## src/inc/lock_menu_defs.svh

```systemverilog
// offsets, field positions, reset values and timing counts of the lock menu
`ifndef LOCK_MENU_DEFS_SVH
`define LOCK_MENU_DEFS_SVH

// register byte offsets
`define LOCK_OFF_CFG 4'h0
`define LOCK_OFF_CTRL 4'h4
`define LOCK_OFF_STAT 4'h8

// config register fields
`define LOCK_CFG_MODE_LSB 0
`define LOCK_CFG_ADDR_LSB 2
`define LOCK_CFG_TERM_BIT 5
// control register fields
`define LOCK_CTRL_OFFLONG_BIT 0
`define LOCK_CTRL_ERR_BIT 1

// defaults and address limits of the stored config
`define LOCK_DEF_MODE 2'h0
`define LOCK_DEF_ADDR 3'h1
`define LOCK_DEF_TERM 1'b0
`define LOCK_ADDR_MIN 3'h1
`define LOCK_ADDR_MAX 3'h4

// times in their own units
`define LOCK_CLK_HZ 10000000
`define LOCK_TICK_MS 500
`define LOCK_DEB_MS 20
`define LOCK_HOLD_MS 10000
`define LOCK_SHOW_MS 2000
`define LOCK_TERM_MS 1000
`define LOCK_UPTIME_MIN 20
`define LOCK_MENU_MIN 5

// counts of time-base ticks, least times rounded up, longest down
`define LOCK_HOLD_TICKS ((`LOCK_HOLD_MS + `LOCK_TICK_MS - 1) / `LOCK_TICK_MS)
`define LOCK_SHOW_TICKS (`LOCK_SHOW_MS / `LOCK_TICK_MS)
`define LOCK_TERM_TICKS (`LOCK_TERM_MS / `LOCK_TICK_MS)
`define LOCK_UP_TICKS (`LOCK_UPTIME_MIN * 60000 / `LOCK_TICK_MS)
`define LOCK_MENU_TICKS (`LOCK_MENU_MIN * 60000 / `LOCK_TICK_MS)

`endif

```

## src/inc/lock_menu_pkg.sv

```systemverilog
// types of the lock parameter menu
package lock_menu_pkg;

  typedef enum logic [1:0] {MODE_PROP, MODE_CAN, MODE_SOLO} mode_t;

  typedef enum logic [2:0] {
    LED_OFF, LED_BLUE, LED_YELLOW, LED_ORANGE, LED_GREEN, LED_RED
  } led_t;

  typedef struct packed {
    mode_t mode;
    logic [2:0] addr;
    logic term;
  } cfg_t;

  typedef enum logic [3:0] {
    ST_SHOW_MODE, ST_SHOW_ADDR, ST_SHOW_TERM, ST_IDLE,
    ST_SEL_MODE, ST_SEL_ADDR, ST_SEL_TERM, ST_SAVED, ST_ABORT
  } state_t;

endpackage

```

## src/verilog/lock_parameter_menu_fsm.sv

```systemverilog
// parameter menu state machine of the door lock
//
// The register offsets and the address-and-strobe port were decided locally.
`timescale 1ns/100ps
`default_nettype none
`include "lock_menu_defs.svh"

// Behaviour
// (RL1) idle open door shows stored mode colour
// (RL2) bus address limited to one through four
// (RL3) defaults: proprietary bus, address one, off
// (RL4) power-up shows mode colour two seconds
// (RL5) bus modes then flash address count green
// (RL6) CAN: one second green if terminated
// (RL7) menu entry needs off-time, uptime, no error
// (RL8) ten-second key hold starts or saves
// (RL9) brief key turn advances selection stage
// (RL10) handle press steps value, wrapping round
// (RL11) operator opens door, releases handle first
// (RL12) mode stage flashes candidate mode colour
// (RL13) address burst repeats after two seconds
// (RL14) CAN termination stage, green on, red off
// (RL15) save stores, green two seconds, colour
// (RL16) stand-alone saves straight from mode stage
// (RL17) brief turns return to mode selection
// (RL18) five-minute timeout: red, keep old config
// (RL19) power loss drops unsaved selections
// (RL20) switches debounced; early release is brief
module lock_parameter_menu_fsm #(
  parameter int TICK_CYCLES = `LOCK_CLK_HZ / 1000 * `LOCK_TICK_MS, // 0.5 s time base
  parameter int DEB_CYCLES = `LOCK_CLK_HZ / 1000 * `LOCK_DEB_MS // switch settle time
) (
  input wire logic ref_clk, // 10 MHz clock
  input wire logic rstn, // power-on reset
  input wire logic doorOpen, // door contact, high when open
  input wire logic keyUnlock, // key at unlock end stop
  input wire logic handleDown, // handle pressed
  input wire logic [3:0] regAddr, // register byte address
  input wire logic [7:0] regWdata, // write data
  input wire logic regWr, // write strobe
  input wire logic regRd, // read strobe
  output logic [7:0] regRdata, // read data, cycle after strobe
  output lock_menu_pkg::led_t led, // status led colour
  output lock_menu_pkg::cfg_t cfg, // stored configuration
  output logic saveStrobe // pulse: write cfg to storage
);

  localparam int TW = $clog2(TICK_CYCLES + 1);
  localparam int DW = $clog2(DEB_CYCLES + 1);

  ////////////////////////////////////////////////////////////////////////
  // time base

  logic [TW-1:0] tickCnt;
  logic tick;

  always_ff @(posedge ref_clk or negedge rstn)
  begin
    if (!rstn)
    begin
      tickCnt <= TW'(1); // first period one clock shorter than the rest
      tick <= 1'b0;
    end
    else
    begin
      tick <= (tickCnt == TW'(TICK_CYCLES - 1));
      tickCnt <= (tickCnt == TW'(TICK_CYCLES - 1)) ? '0 : tickCnt + 1'b1;
    end
  end

  ////////////////////////////////////////////////////////////////////////
  // switch debounce

  wire logic [1:0] rawIn;
  wire logic [1:0] swLvl;
  assign rawIn = {handleDown, keyUnlock};

  for (genvar i = 0; i < 2; i++)
  begin : g_deb
    logic smp;
    logic lvl;
    logic [DW-1:0] cnt;
    always_ff @(posedge ref_clk or negedge rstn)
    begin
      if (!rstn)
      begin
        smp <= 1'b0;
        lvl <= 1'b0;
        cnt <= '0;
      end
      else
      begin
        smp <= rawIn[i];
        if (smp == lvl)
          cnt <= '0; // RL20
        else if (cnt == DW'(DEB_CYCLES - 1))
        begin
          cnt <= '0;
          lvl <= smp; // RL20
        end
        else
          cnt <= cnt + 1'b1;
      end
    end
    assign swLvl[i] = lvl;
  end

  ////////////////////////////////////////////////////////////////////////
  // key and handle events

  logic keyPrev;
  logic handlePrev;
  logic longDone;
  logic [4:0] holdTicks;
  wire logic keyLvl;
  wire logic handleLvl;
  wire logic handleEvt;
  wire logic longEvt;
  wire logic briefEvt;

  assign keyLvl = swLvl[0];
  assign handleLvl = swLvl[1];
  assign handleEvt = handleLvl && !handlePrev; // RL10
  // one extra tick so a hold of a whole 10 s is guaranteed
  assign longEvt = keyLvl && !longDone && tick
    && holdTicks == 5'(`LOCK_HOLD_TICKS); // RL8
  assign briefEvt = !keyLvl && keyPrev && !longDone; // RL20 RL9

  always_ff @(posedge ref_clk or negedge rstn)
  begin
    if (!rstn)
    begin
      keyPrev <= 1'b0;
      handlePrev <= 1'b0;
      longDone <= 1'b0;
      holdTicks <= '0;
    end
    else
    begin
      keyPrev <= keyLvl;
      handlePrev <= handleLvl;
      if (!keyLvl)
      begin
        holdTicks <= '0;
        longDone <= 1'b0;
      end
      else
      begin
        if (tick && !longDone)
          holdTicks <= holdTicks + 5'h1;
        if (longEvt)
          longDone <= 1'b1;
      end
    end
  end

  ////////////////////////////////////////////////////////////////////////
  // uptime, menu timeout and control bits

  lock_menu_pkg::state_t state;
  lock_menu_pkg::state_t next_state;
  lock_menu_pkg::cfg_t cand;
  lock_menu_pkg::cfg_t next_cand;
  logic [11:0] upTicks;
  logic [9:0] menuTicks;
  logic offLong;
  logic errShown;
  logic [3:0] ph;
  wire logic inMenu;
  wire logic allowed;
  wire logic timeout;

  assign inMenu = state == lock_menu_pkg::ST_SEL_MODE || state == lock_menu_pkg::ST_SEL_ADDR
    || state == lock_menu_pkg::ST_SEL_TERM;
  assign allowed = offLong && !errShown && doorOpen
    && upTicks < 12'(`LOCK_UP_TICKS); // RL7
  assign timeout = inMenu && menuTicks >= 10'(`LOCK_MENU_TICKS); // RL18

  always_ff @(posedge ref_clk or negedge rstn)
  begin
    if (!rstn)
    begin
      upTicks <= '0;
      menuTicks <= '0;
    end
    else
    begin
      if (tick && upTicks < 12'(`LOCK_UP_TICKS))
        upTicks <= upTicks + 12'h1; // RL7
      if (!inMenu)
        menuTicks <= '0;
      else if (tick)
        menuTicks <= menuTicks + 10'h1; // RL18
    end
  end

  ////////////////////////////////////////////////////////////////////////
  // register port

  wire logic cfgSel;
  wire logic ctrlSel;
  wire logic statSel;
  wire logic cfgWrOk;
  wire logic [7:0] next_rdata;

  assign cfgSel = regAddr == `LOCK_OFF_CFG;
  assign ctrlSel = regAddr == `LOCK_OFF_CTRL;
  assign statSel = regAddr == `LOCK_OFF_STAT;
  // restore from storage only outside the menu, and only legal values
  assign cfgWrOk = regWr && cfgSel && !inMenu
    && regWdata[`LOCK_CFG_MODE_LSB+:2] != 2'h3
    && regWdata[`LOCK_CFG_ADDR_LSB+:3] >= `LOCK_ADDR_MIN
    && regWdata[`LOCK_CFG_ADDR_LSB+:3] <= `LOCK_ADDR_MAX; // RL2
  assign next_rdata = cfgSel ? {2'h0, cfg.term, cfg.addr, cfg.mode}
    : ctrlSel ? {6'h0, errShown, offLong}
    : statSel ? {2'h0, allowed, inMenu, state}
    : 8'h00;

  always_ff @(posedge ref_clk or negedge rstn)
  begin
    if (!rstn)
    begin
      regRdata <= 8'h00;
      offLong <= 1'b0;
      errShown <= 1'b0;
    end
    else
    begin
      regRdata <= regRd ? next_rdata : 8'h00;
      if (regWr && ctrlSel)
      begin
        offLong <= regWdata[`LOCK_CTRL_OFFLONG_BIT];
        errShown <= regWdata[`LOCK_CTRL_ERR_BIT];
      end
    end
  end

  ////////////////////////////////////////////////////////////////////////
  // menu state machine

  logic save;
  wire logic [3:0] addrFlash;
  wire logic [2:0] addrStep;
  wire lock_menu_pkg::mode_t modeStep;

  assign addrFlash = {cfg.addr, 1'b0} - 4'h1;
  assign addrStep = cand.addr == `LOCK_ADDR_MAX ? `LOCK_ADDR_MIN : cand.addr + 3'h1; // RL10
  assign modeStep = cand.mode == lock_menu_pkg::MODE_PROP ? lock_menu_pkg::MODE_CAN
    : cand.mode == lock_menu_pkg::MODE_CAN ? lock_menu_pkg::MODE_SOLO
    : lock_menu_pkg::MODE_PROP; // RL12

  always_comb
  begin
    next_state = state;
    next_cand = cand;
    save = 1'b0;
    if (timeout)
      next_state = lock_menu_pkg::ST_ABORT; // RL18
    else
    begin
      case (state)
        lock_menu_pkg::ST_SHOW_MODE:
          if (tick && ph == 4'(`LOCK_SHOW_TICKS - 1)) // RL4
            next_state = cfg.mode == lock_menu_pkg::MODE_SOLO ? lock_menu_pkg::ST_IDLE
              : lock_menu_pkg::ST_SHOW_ADDR;
        lock_menu_pkg::ST_SHOW_ADDR:
          if (tick && ph == addrFlash) // RL5
            next_state = (cfg.mode == lock_menu_pkg::MODE_CAN && cfg.term)
              ? lock_menu_pkg::ST_SHOW_TERM : lock_menu_pkg::ST_IDLE; // RL6
        lock_menu_pkg::ST_SHOW_TERM:
          if (tick && ph == 4'(`LOCK_TERM_TICKS - 1))
            next_state = lock_menu_pkg::ST_IDLE; // RL6
        lock_menu_pkg::ST_IDLE:
          if (longEvt && allowed) // RL7 RL8
          begin
            next_state = lock_menu_pkg::ST_SEL_MODE;
            next_cand = cfg;
          end
        lock_menu_pkg::ST_SEL_MODE:
          if (handleEvt)
            next_cand.mode = modeStep; // RL12
          else if (briefEvt && cand.mode != lock_menu_pkg::MODE_SOLO)
            next_state = lock_menu_pkg::ST_SEL_ADDR; // RL9
          else if (longEvt && cand.mode == lock_menu_pkg::MODE_SOLO)
            save = 1'b1; // RL16
        lock_menu_pkg::ST_SEL_ADDR:
          if (handleEvt)
            next_cand.addr = addrStep; // RL10 RL2
          else if (briefEvt)
            next_state = cand.mode == lock_menu_pkg::MODE_CAN ? lock_menu_pkg::ST_SEL_TERM
              : lock_menu_pkg::ST_SEL_MODE; // RL14 RL17
          else if (longEvt)
            save = 1'b1; // RL8
        lock_menu_pkg::ST_SEL_TERM:
          if (handleEvt)
            next_cand.term = !cand.term; // RL14
          else if (briefEvt)
            next_state = lock_menu_pkg::ST_SEL_MODE; // RL17
          else if (longEvt)
            save = 1'b1; // RL8
        lock_menu_pkg::ST_SAVED, lock_menu_pkg::ST_ABORT:
          if (tick && ph == 4'(`LOCK_SHOW_TICKS - 1))
            next_state = lock_menu_pkg::ST_IDLE; // RL15 RL18
        default:
          next_state = lock_menu_pkg::ST_IDLE;
      endcase
      if (save)
        next_state = lock_menu_pkg::ST_SAVED; // RL15
    end
  end

  // the candidate lives in flops only; a power loss resets it
  always_ff @(posedge ref_clk or negedge rstn)
  begin
    if (!rstn)
    begin
      state <= lock_menu_pkg::ST_SHOW_MODE; // RL4
      cand <= '{lock_menu_pkg::mode_t'(`LOCK_DEF_MODE), `LOCK_DEF_ADDR, `LOCK_DEF_TERM}; // RL19
      cfg <= '{lock_menu_pkg::mode_t'(`LOCK_DEF_MODE), `LOCK_DEF_ADDR, `LOCK_DEF_TERM}; // RL3
      saveStrobe <= 1'b0;
    end
    else
    begin
      state <= next_state;
      cand <= next_cand;
      saveStrobe <= save;
      if (save)
        cfg <= next_cand; // RL15
      else if (cfgWrOk)
        cfg <= '{lock_menu_pkg::mode_t'(regWdata[`LOCK_CFG_MODE_LSB+:2]),
          regWdata[`LOCK_CFG_ADDR_LSB+:3], regWdata[`LOCK_CFG_TERM_BIT]};
    end
  end

  ////////////////////////////////////////////////////////////////////////
  // led pattern

  wire logic restart;
  wire logic repeating;
  wire logic [3:0] period;
  lock_menu_pkg::led_t next_led;

  assign restart = next_state != state || (handleEvt && inMenu);
  assign repeating = inMenu;
  assign period = state == lock_menu_pkg::ST_SEL_MODE ? 4'h2
    : state == lock_menu_pkg::ST_SEL_ADDR ? {cand.addr, 1'b0} + 4'(`LOCK_SHOW_TICKS) // RL13
    : 4'h2 + 4'(`LOCK_SHOW_TICKS); // RL14

  always_ff @(posedge ref_clk or negedge rstn)
  begin
    if (!rstn)
      ph <= '0;
    else if (restart)
      ph <= '0;
    else if (tick && repeating && ph == period - 4'h1)
      ph <= '0; // RL13 RL14
    else if (tick && ph != 4'hf)
      ph <= ph + 4'h1;
  end

  function automatic lock_menu_pkg::led_t modeColour(lock_menu_pkg::mode_t m);
    case (m)
      lock_menu_pkg::MODE_PROP: return lock_menu_pkg::LED_BLUE;
      lock_menu_pkg::MODE_CAN: return lock_menu_pkg::LED_YELLOW;
      lock_menu_pkg::MODE_SOLO: return lock_menu_pkg::LED_ORANGE;
      default: return lock_menu_pkg::LED_OFF;
    endcase
  endfunction

  always_comb
  begin
    next_led = lock_menu_pkg::LED_OFF;
    case (state)
      lock_menu_pkg::ST_SHOW_MODE, lock_menu_pkg::ST_IDLE:
        if (doorOpen)
          next_led = modeColour(cfg.mode); // RL1 RL4
      lock_menu_pkg::ST_SHOW_ADDR:
        if (doorOpen && !ph[0])
          next_led = lock_menu_pkg::LED_GREEN; // RL5
      lock_menu_pkg::ST_SHOW_TERM:
        if (doorOpen)
          next_led = lock_menu_pkg::LED_GREEN; // RL6
      lock_menu_pkg::ST_SEL_MODE:
        if (!ph[0])
          next_led = modeColour(cand.mode); // RL12
      lock_menu_pkg::ST_SEL_ADDR:
        if (!ph[0] && ph < {cand.addr, 1'b0})
          next_led = lock_menu_pkg::LED_GREEN; // RL13
      lock_menu_pkg::ST_SEL_TERM:
        if (ph == 4'h0)
          next_led = cand.term ? lock_menu_pkg::LED_GREEN : lock_menu_pkg::LED_RED; // RL14
      lock_menu_pkg::ST_SAVED:
        if (!ph[0])
          next_led = lock_menu_pkg::LED_GREEN; // RL15
      lock_menu_pkg::ST_ABORT:
        next_led = lock_menu_pkg::LED_RED; // RL18
      default:
        next_led = lock_menu_pkg::LED_OFF;
    endcase
  end

  always_ff @(posedge ref_clk or negedge rstn)
  begin
    if (!rstn)
      led <= lock_menu_pkg::LED_OFF;
    else
      led <= next_led;
  end
endmodule // lock_parameter_menu_fsm

`default_nettype wire

```

## config.mk

```make
export PLATFORM = sky130hd
export DESIGN_NAME = lock_parameter_menu_fsm
export DESIGN_NICKNAME = d
export VERILOG_FILES = /design/src/inc/lock_menu_pkg.sv /design/src/verilog/lock_parameter_menu_fsm.sv
export VERILOG_INCLUDE_DIRS = /design/src /design/src/inc
export SDC_FILE = /design/constraint.sdc
export NUM_CORES = 1
export LEC_CHECK = 0
export BUFFER_PORTS_ARGS = -buffer_cell sky130_fd_sc_hd__clkbuf_2
export CORE_MARGIN = 2
export CORE_UTILIZATION = 40
export CTS_BUF_LIST = sky130_fd_sc_hd__clkbuf_16
export DETAILED_ROUTE_END_ITERATION = 10
export MAX_ROUTING_LAYER = met4
export SYNTH_ARGS = -nofsm -noshare
export SYNTH_HDL_FRONTEND = slang
export SYNTH_SLANG_ARGS = --single-unit
```

## constraint.sdc

```tcl
create_clock -name ref_clk -period 2.6 [get_ports ref_clk]
set_input_delay 0.13 -clock ref_clk [delete_from_list [all_inputs] [get_ports ref_clk]]
set_output_delay 0.13 -clock ref_clk [all_outputs]
set_load 0.05 [all_outputs]
```

After elaboration in Yosys (flattened, before gate mapping)
Cells that the tools add are included.
{ "totals": {"register_bits": 126, "word_cells": 200, "output_inout_bits": 18, "input_bits": 19} }
{ "classes": {"n_reduce_logical": 53, "bitwise_logic": 2, "eq_ne": 32, "order_cmp": 5, "n_mux": 70, "addsub": 11} }
{ "ops": {"columns": ["cell", "n"], "rows": [
  ["18-bit 2-to-1 mux", 4],
  ["4-bit 2-to-1 mux", 18],
  ["6-bit 2-to-1 mux", 8],
  ["18-bit by 1-bit adder with 18-bit output, second input constant", 2],
  ["18-bit == test, second input constant", 2],
  ["4-bit case mux with 8 select lines", 1],
  ["1-bit logical AND", 31],
  ["3-bit 2-to-1 mux", 8],
  ["3-bit case mux with 8 select lines", 1],
  ["23-bit by 1-bit adder with 23-bit output, second input constant", 1],
  ["23-bit == test, second input constant", 1],
  ["23-bit 2-to-1 mux", 1],
  ["4-bit by 3-bit == test with 1-bit output, second input constant", 5],
  ["10-bit 2-to-1 mux", 2],
  ["1-bit 2-to-1 mux", 13],
  ["12-bit by 1-bit adder with 12-bit output, second input constant", 1],
  ["4-bit by 2-bit == test with 1-bit output, second input constant", 3],
  ["4-bit logical NOT", 3],
  ["12-bit < comparator, second input constant", 1],
  ["2-bit 2-to-1 mux", 6],
  ["2-bit case mux with 3 select lines", 2],
  ["10-bit by 1-bit adder with 10-bit output, second input constant", 1],
  ["10-bit greater-or-equal comparator, second input constant", 1],
  ["5-bit 2-to-1 mux", 2],
  ["other kinds (31)", 55]
]} }

Logic depth before layout (Yosys ltp)
Gate-level depths: netlist of the first run.
{ "depth": {"word_depth": 15, "mapped_depth": 11, "ltp_nobuf": 9} }

Worst setup path before layout of the first run
OpenSTA, ideal clock, no wires.
{ "synth_path": {"path_kind": "reg2reg", "startpoint": "register cfg[1] in the netlist's numbering", "endpoint": "register ph[0]", "n_path_buf": 0, "required_time_ns": 2.465, "synth_period_minus_slack_ns": 2.286, "path_slack_ns": 0.314, "setup_time_ns": 0.135, "arrival_ns": 2.151, "path_stages_with_launch": 9, "path_cell_list": "dfstp_2 inv_1 ha_1 xor3_1 nor4_1 a31oi_1 nor4_1 a221o_1 nor3_1"} }
{ "synth_via": {"elab_chain_len": 10, "word_cells_on_any_way": 11, "classes_between": "add/sub (1); eq/ne (2); mux (5); reduce/logical (3)"} }
{ "synth_lines": {"columns": ["item", "line_no", "text"], "rows": [
  ["start: declaration", "lock_parameter_menu_fsm.sv:44", "output lock_menu_pkg::cfg_t cfg,"],
  ["start signal: assignment", "lock_parameter_menu_fsm.sv:319", "cfg <= '{lock_menu_pkg::mode_t'(`LOCK_DEF_MODE), `LOCK_DEF_ADDR, `LOCK_DEF_TERM};"],
  ["start signal: assignment", "lock_parameter_menu_fsm.sv:328", "cfg <= next_cand;"],
  ["start signal: assignment", "lock_parameter_menu_fsm.sv:330", "cfg <= '{lock_menu_pkg::mode_t'(regWdata[`LOCK_CFG_MODE_LSB+:2]),"],
  ["4-bit by 1-bit subtractor with 4-bit output *", "lock_parameter_menu_fsm.sv:246", "assign addrFlash = {cfg.addr, 1'b0} - 4'h1;"],
  ["4-bit == test *", "lock_parameter_menu_fsm.sv:267", "if (tick && ph == addrFlash)"],
  ["1-bit logical AND *", "lock_parameter_menu_fsm.sv:267", null],
  ["4-bit 2-to-1 mux *", "lock_parameter_menu_fsm.sv:267", null],
  ["4-bit case mux with 8 select lines *", "lock_parameter_menu_fsm.sv:261", "case (state)"],
  ["4-bit 2-to-1 mux *", "lock_parameter_menu_fsm.sv:307", "if (save)"],
  ["4-bit 2-to-1 mux *", "lock_parameter_menu_fsm.sv:257", "if (timeout)"],
  ["4-bit != test *", "lock_parameter_menu_fsm.sv:343", "assign restart = next_state != state || (handleEvt && inMenu);"],
  ["1-bit logical OR *", "lock_parameter_menu_fsm.sv:343", null],
  ["3-bit nonzero test (no line) or 4-bit 2-to-1 mux (tied branches)", null, null],
  ["end signal: assignment", "lock_parameter_menu_fsm.sv:358", "ph <= ph + 4'h1;"],
  ["end: declaration", "lock_parameter_menu_fsm.sv:168", "logic [3:0] ph;"]
]} }
Mark *: on every way between the ends. The rest lies on a longest branch, timed or not.
A chain may end at the register's enable or synchronous reset.

Worst setup path in the final report of the first run
{ "layout_path": {"startpoint": "register longDone", "endpoint": "register ph[3]"} }
{ "layout_via": {"elab_chain_len": 15, "word_cells_on_any_way": 30, "classes_between": "eq/ne (1); mux (19); reduce/logical (10)"} }
{ "layout_lines": {"columns": ["item", "line_no", "text"], "rows": [
  ["start: declaration", "lock_parameter_menu_fsm.sv:113", "logic longDone;"],
  ["start signal: assignment", "lock_parameter_menu_fsm.sv:135", "longDone <= 1'b0;"],
  ["start signal: assignment", "lock_parameter_menu_fsm.sv:145", "longDone <= 1'b0;"],
  ["start signal: assignment", "lock_parameter_menu_fsm.sv:152", "longDone <= 1'b1;"],
  ["1-bit logical NOT *", "lock_parameter_menu_fsm.sv:125, lock_parameter_menu_fsm.sv:127", null],
  ["1-bit logical AND (3 in a row)", "lock_parameter_menu_fsm.sv:125", "assign longEvt = keyLvl && !longDone && tick"],
  ["1-bit logical AND", "lock_parameter_menu_fsm.sv:284", "else if (longEvt && cand.mode == lock_menu_pkg::MODE_SOLO)"],
  ["1-bit 2-to-1 mux", "lock_parameter_menu_fsm.sv:284", null],
  ["1-bit 2-to-1 mux", "lock_parameter_menu_fsm.sv:282", "else if (briefEvt && cand.mode != lock_menu_pkg::MODE_SOLO)"],
  ["1-bit 2-to-1 mux", "lock_parameter_menu_fsm.sv:280", "if (handleEvt)"],
  ["1-bit case mux with 2 select lines", "lock_parameter_menu_fsm.sv:261", null],
  ["1-bit 2-to-1 mux", "lock_parameter_menu_fsm.sv:257", null],
  ["4-bit 2-to-1 mux *", "lock_parameter_menu_fsm.sv:307", null],
  ["4-bit 2-to-1 mux *", "lock_parameter_menu_fsm.sv:257", null],
  ["4-bit != test *", "lock_parameter_menu_fsm.sv:343", null],
  ["1-bit logical OR *", "lock_parameter_menu_fsm.sv:343", null],
  ["3-bit nonzero test (no line) or 4-bit 2-to-1 mux (tied branches)", null, null]
]} }
Mark *: on every way between the ends. The rest lies on a longest branch, timed or not. The select of a mux whose other input is x is not followed.

==> results.toml, run 1 <==
[cells_and_area]
area_delta_synth_final_pct = 18.61
layout_common_cells = "dfrtp_1 (120), nor2_1 (97), nand2_1 (57)"
final_common_cell = "dfrtp_1"
antenna-diode-count = 0
fillers = 1535
nets = 806
final_core_util_pct = 48.78
drive_gt1_share_pct = 15.85

[yosys]
yosys.area.top_type_share_pct = 44.97
postSynthAreaPerCell_um2 = 9.736
synth-edff-count = 0
ys_async_sr_fraction_pct = 100.0
synth_cells = 703
yosys-top-cells-area = "dfrtp_1 (45%), xnor2_1 (6.1%), xor2_1 (5.4%), nor2_1 (5.3%), ha_1 (4.4%)"
yosys_warnings = 0
synth-seq-cells = 126
yosysUniqueCellTypes = 66
synth_flop_cell = "dfrtp_1"
netlist_area_mm2 = 0.006844
yosysSeqAreaShare_pct = 46.12
yosysTopAreaCell = "dfrtp_1"

[placement]
globalplace.congestion = 0.9236
place_hpwl_um = 10550
portBuffers = 32

[routing]
vias = 5200
drt_iter0_markers = 357
drt_wl_total_um = 14510
wl_per_cell_um = 14.57
drc = 0
viasPerCell = 5.221
drtAntennaViolNets = 0
drtPass1Iterations = 4

[worst_setup_path]
required_ns = 2.88
critPathCaptureType = "flop"
path_delay_family = "simple AND/OR/NAND/NOR gates"
cpMaxStageDelayCell = "nor4_1"
crit_chain = "and3b_1 > nand4_4 > o31a_1 > nor4_1 > a221o_1 > nor3_1"
arrival_ns = 2.69
slowest_delay_ns = 0.48
path_class = "reg2reg"
path_max_fanout = 6
crit_buf_inv = 0
critPathLaunchType = "flop"

[sta]
final.setup_skew_ns = 0.007847
worstMarginPinSlew_ns = 0.7426
slew_headroom_pct = 50.04
tns_ns = 0
fin_crit_sh_pct = 92.54
hold_violations = 0
setup_violations = 0
rsz0062_at_grt = "false"
fmaxAchievable_mhz = 415.6
period_needed_ns = 2.406
drv_slew = 0

[floorplan]
start_util_pct = 41.12
die_w_um = 134.8
die_area_mm2 = 0.01817
coreArea_mm2 = 0.01664
io_pins = 37
die_h_um = 134.8
rows = 47

[global_route]
grt_overflow = 0
antenna_found_initial = 0
grt_pass1_vias = 5290
grt_max_degree = 45
grt_usage_pct = 17.63
grt_pass1_wl_um = 25050

[clocking]
cts_made_buffers = 17
ctsRootBufferMaster = "clkbuf_16"
clkLatencyLatePin_ns = 0.41
htreeDepth = 4
tritoncts = "done"
clockBufferDepth = 2
path_clk_slew_ns = 0.06
cts_sinks = 126

[run_status]
outcome = "complete, no violations"

[power_and_ir_drop]
ir_worst_vdd_mv = 0.4569
leakagePower_uw = 0.003634
totalPowerFinal_uw = 5069
powerDensity_mw_per_mm2 = 624.5

[job]
max_cap_violations = 0

[worst_hold_path]
hp-class = "in2reg"
[worst paths after layout]
kind	slack, ns	cells past startpoint	from	end
min	0.06	3	regWdata[3]	cfg[2]
min in group asynchronous	0.26	2	rstn	upTicks[0]
max reg2reg	0.19	6	longDone	ph[3]
min reg2reg	0.48	1	g_deb[0].cnt[0]	g_deb[0].cnt[0]
max in group asynchronous	1.60	3	rstn	cand[1]
max	0.19	6	longDone	ph[3]
[area by class of cell]
type	count	area (um^2)	share of cell area (%)
Clock buffer	17	425.4	5.240
Sequential cell	126	3161	38.93
Timing Repair Buffer	66	445.4	5.487
Tap cell	220	275.3	3.391
Inverter	29	108.9	1.341
Clock inverter	15	242.7	2.990
Multi-Input combinational cell	523	3460	42.62
[kinds of logic (layout without fill, tap and decap cells)]
kind of cell,count (synthesis),after routing,share of synthesized area [%]
buf+inv,55,127,3.528
fa+ha+maj,24,24,4.388
mux,12,12,1.810
simple gates,313,313,23.93
xor+xnor,91,91,11.86
compound gates,81,81,8.300
other cells,1,2,0.05479
flops,126,126,46.12
[worst register-to-register path, cell delays in order, from the launching register on]
cell	delay, ns
dfrtp_1	0.43
and3b_1	0.33
nand4_4	0.19
o31a_1	0.44
nor4_1	0.48
a221o_1	0.33
nor3_1	0.09
[power breakdown]
group | switching, uW | total [uW] | internal [uW]
sequential | 45.3 | 2050 | 2010
clock | 870 | 2670 | 1800
combinational | 239 | 348 | 110
[stage by stage]
stage	hold WS, ns	area, um^2	worst slack [ns]	instances
2_1_floorplan	-0.1656	6848	0.3140	704
3_3_place_gp	0.1561	7376	0.1899	958
3_5_place_dp	0.1612	7376	0.1615	958
4_1_cts	0.03669	8104	0.1395	996
5_1_grt	0.05265	8118	0.02409	996
6_report	0.05513	8118	0.1940	996
[layer usage]
layer  vias up  track usage (%)  wire, um
li1       2548                -         -
met5         -                -         0
met2        88            29.84      7280
met3        14            3.904       518
met4         0            5.263       146
met1      2550            21.13      6567
[sequential cells by signal, summed over array words and instances, names as in the netlist, 3 cells and up]
name / cells
cfg: 6
led: 3
regRdata: 6
ph: 4
holdTicks: 5
state: 4
upTicks: 12
g_deb.cnt: 36
tickCnt: 23
menuTicks: 10
cand: 6
[what timing repair did]
item | 4_1_cts | 5_1_grt
gates resized for setup | 0 | 5
buffers inserted | 0 | 0
endpoints found under the hold margin | 47 | 0
hold buffers | 6 | 0
setup endpoints to repair | 0 | 4
[Yosys cell counts, types with 14 or more instances]
cell	n
nor2_1	97
and3_1	18
dfrtp_1	123
nand3_1	39
nand2_1	57
o21ai_0	21
nor3_1	18
a21oi_1	14
xnor2_1	48
xor2_1	42
ha_1	24
inv_1	29
nand4_1	21
Power figures use the tool's default switching activity.
==> run 2, diff against run 1 <==
CTS_BUF_LIST = not set   (was sky130_fd_sc_hd__clkbuf_16)
==> run 2 against run 1 <==
Core utilization increased by 0.060 points. Register-to-register slack is essentially flat. Clock-buffer cell count grew 3. Combinational power about the same. Hold slack better by 0.00099 ns. Flip-flop and latch count unchanged. Clock power about the same. First-iteration DRC count decreased by 0.56%. Via count about the same. Non-clock buffer count did not move. Total power increased by 0.67%.
==> results.toml, run 2 (synthesis gave the netlist of run 1 again) <==
[sta]
rsz0062_at_grt = "false"
slew_headroom_pct = 50.09
fmaxAchievable_mhz = 416.1
period_needed_ns = 2.403
worstMarginPinSlew_ns = 0.7418
setup_violations = 0
final.setup_skew_ns = 0.007739
fin_crit_sh_pct = 92.43
hold_violations = 0
drv_slew = 0
tns_ns = 0

[worst_setup_path]
critPathCaptureType = "flop"
critPathLaunchType = "flop"
reg2reg_from = "longDone"
crit_chain = "and3b_1 > nand4_4 > o31a_1 > nor4_1 > a221o_1 > nor3_1"
cpMaxStageDelayCell = "nor4_1"
rr_worst_depth = 6
path_max_fanout = 6
path_class = "reg2reg"
arrival_ns = 2.69
reg2reg_setup_slack_ns = 0.20
required_ns = 2.88
r2r-end = "ph[3]"
slowest_delay_ns = 0.48

[worst_hold_path]
hold-path-endpoint = "cfg[2]"
holdCritStartpoint = "regWdata[3]"
hold_depth = 3
hp-class = "in2reg"

[cells_and_area]
largest-register = "g_deb.cnt"
fillers = 1531
antenna-diode-count = 0
drive_gt1_share_pct = 15.98
final_design_area_no_fill_mm2 = 0.008128
multi_input_area_mm2 = 0.003460
final_common_cell = "dfrtp_1"
largest_register_ffs = 36
seq_area_mm2 = 0.003161
layout_common_cells = "dfrtp_1 (120), nor2_1 (97), nand2_1 (57)"
area_delta_synth_final_pct = 18.76
reg.largest.list = "g_deb.cnt x36, tickCnt x23, upTicks x12"
nets = 806

[floorplan]
die_w_um = 134.8
die_h_um = 134.8
start_util_pct = 41.12
coreArea_mm2 = 0.01664
rows = 47
die_area_mm2 = 0.01817
io_pins = 37

[clocking]
path_clk_slew_ns = 0.06
cts_sinks = 126
tritoncts = "done"
htreeDepth = 4
clockBufferDepth = 2
ctsRootBufferMaster = "clkbuf_16"
clkLatencyLatePin_ns = 0.41
cts_made_buffers = 17

[global_route]
grt_pass1_wl_um = 25070
grt_overflow = 0
grt_pass1_vias = 5286
grt_max_degree = 45
grt_usage_pct = 17.64
antenna_found_initial = 0

[routing]
drc = 0
drt_wl_total_um = 14490
wl_per_cell_um = 14.54
drtAntennaViolNets = 0
vias = 5202
viasPerCell = 5.223
drt_iter0_markers = 355
drtPass1Iterations = 4

[job]
max_cap_violations = 0

[placement]
place_area_mm2 = 0.007376
globalplace.congestion = 0.9236
place_hpwl_um = 10550
portBuffers = 32

[power_and_ir_drop]
leakagePower_uw = 0.003632
powerDensity_mw_per_mm2 = 627.9
ir_worst_vdd_mv = 0.4553

[run_status]
outcome = "complete, no violations"
run 2: cell count changes in the layout (fill, tap and decap cells not counted):
cell	delta
clkbuf_8	+1
clkbuf_1	+2
inv_1	-2
clkinv_1	-1
run 2: power by group:
part	switching [uW]	total [uW]	internal, uW
Combinational	239	348	110
Clock	867	2700	1840
Sequential	45.3	2050	2010
run 2: worst max-delay path by stage:
stage	start	end	slack [ns]
after floorplan	cfg[1]	ph[0]	0.31
after global placement	ph[1]	ph[2]	0.19
after detailed placement	ph[0]	ph[2]	0.16
after CTS	ph[0]	ph[2]	0.14
after global routing	longDone	ph[3]	0.02
final	longDone	ph[3]	0.20
run 2: worst max-delay path: cells and delay by family (launching register included):
family / cells / cell delay (ns)
simple gates: 4 / 1.08
compound gates: 2 / 0.76
flops: 1 / 0.42
run 2: area by class of cell:
class                   count  area share (%)
clock inverters            12           2.848
clock buffers              20           5.496
inverters                  29           1.339
well taps                 220           3.387
multi-input cells         523           42.56
flip-flops and latches    126           38.89
repair buffers             66           5.480
run 2: through the flow:
step / util [%] / hold WS (ns) / setup WS [ns] / total power (uW) / cells
floorplan: - / -0.1656 / 0.3140 / 2293 / 704
global placement: 44.32 / 0.1561 / 0.1899 / 2428 / 958
detailed placement: 44.32 / 0.1612 / 0.1615 / 2435 / 958
CTS: 48.76 / 0.03669 / 0.1398 / 5176 / 996
global route: 48.84 / 0.05265 / 0.02409 / 5313 / 996
finish: 48.84 / 0.05612 / 0.1969 / 5104 / 996
run 2: routing by layer:
metal	up-vias	share of wire [%]	GRT usage, %
met4	0	1.3	5.263
met5	-	0	-
met2	94	50	29.81
li1	2547	-	-
met1	2544	45	21.17
met3	17	3.8	3.904
run 2: repair_timing:
item | 4_1_cts | 5_1_grt
hold endpoints to repair | 47 | 0
endpoints found under the setup margin | 0 | 4
buffers inserted | 0 | 0
hold buffers | 6 | 0
resized for setup | 0 | 5
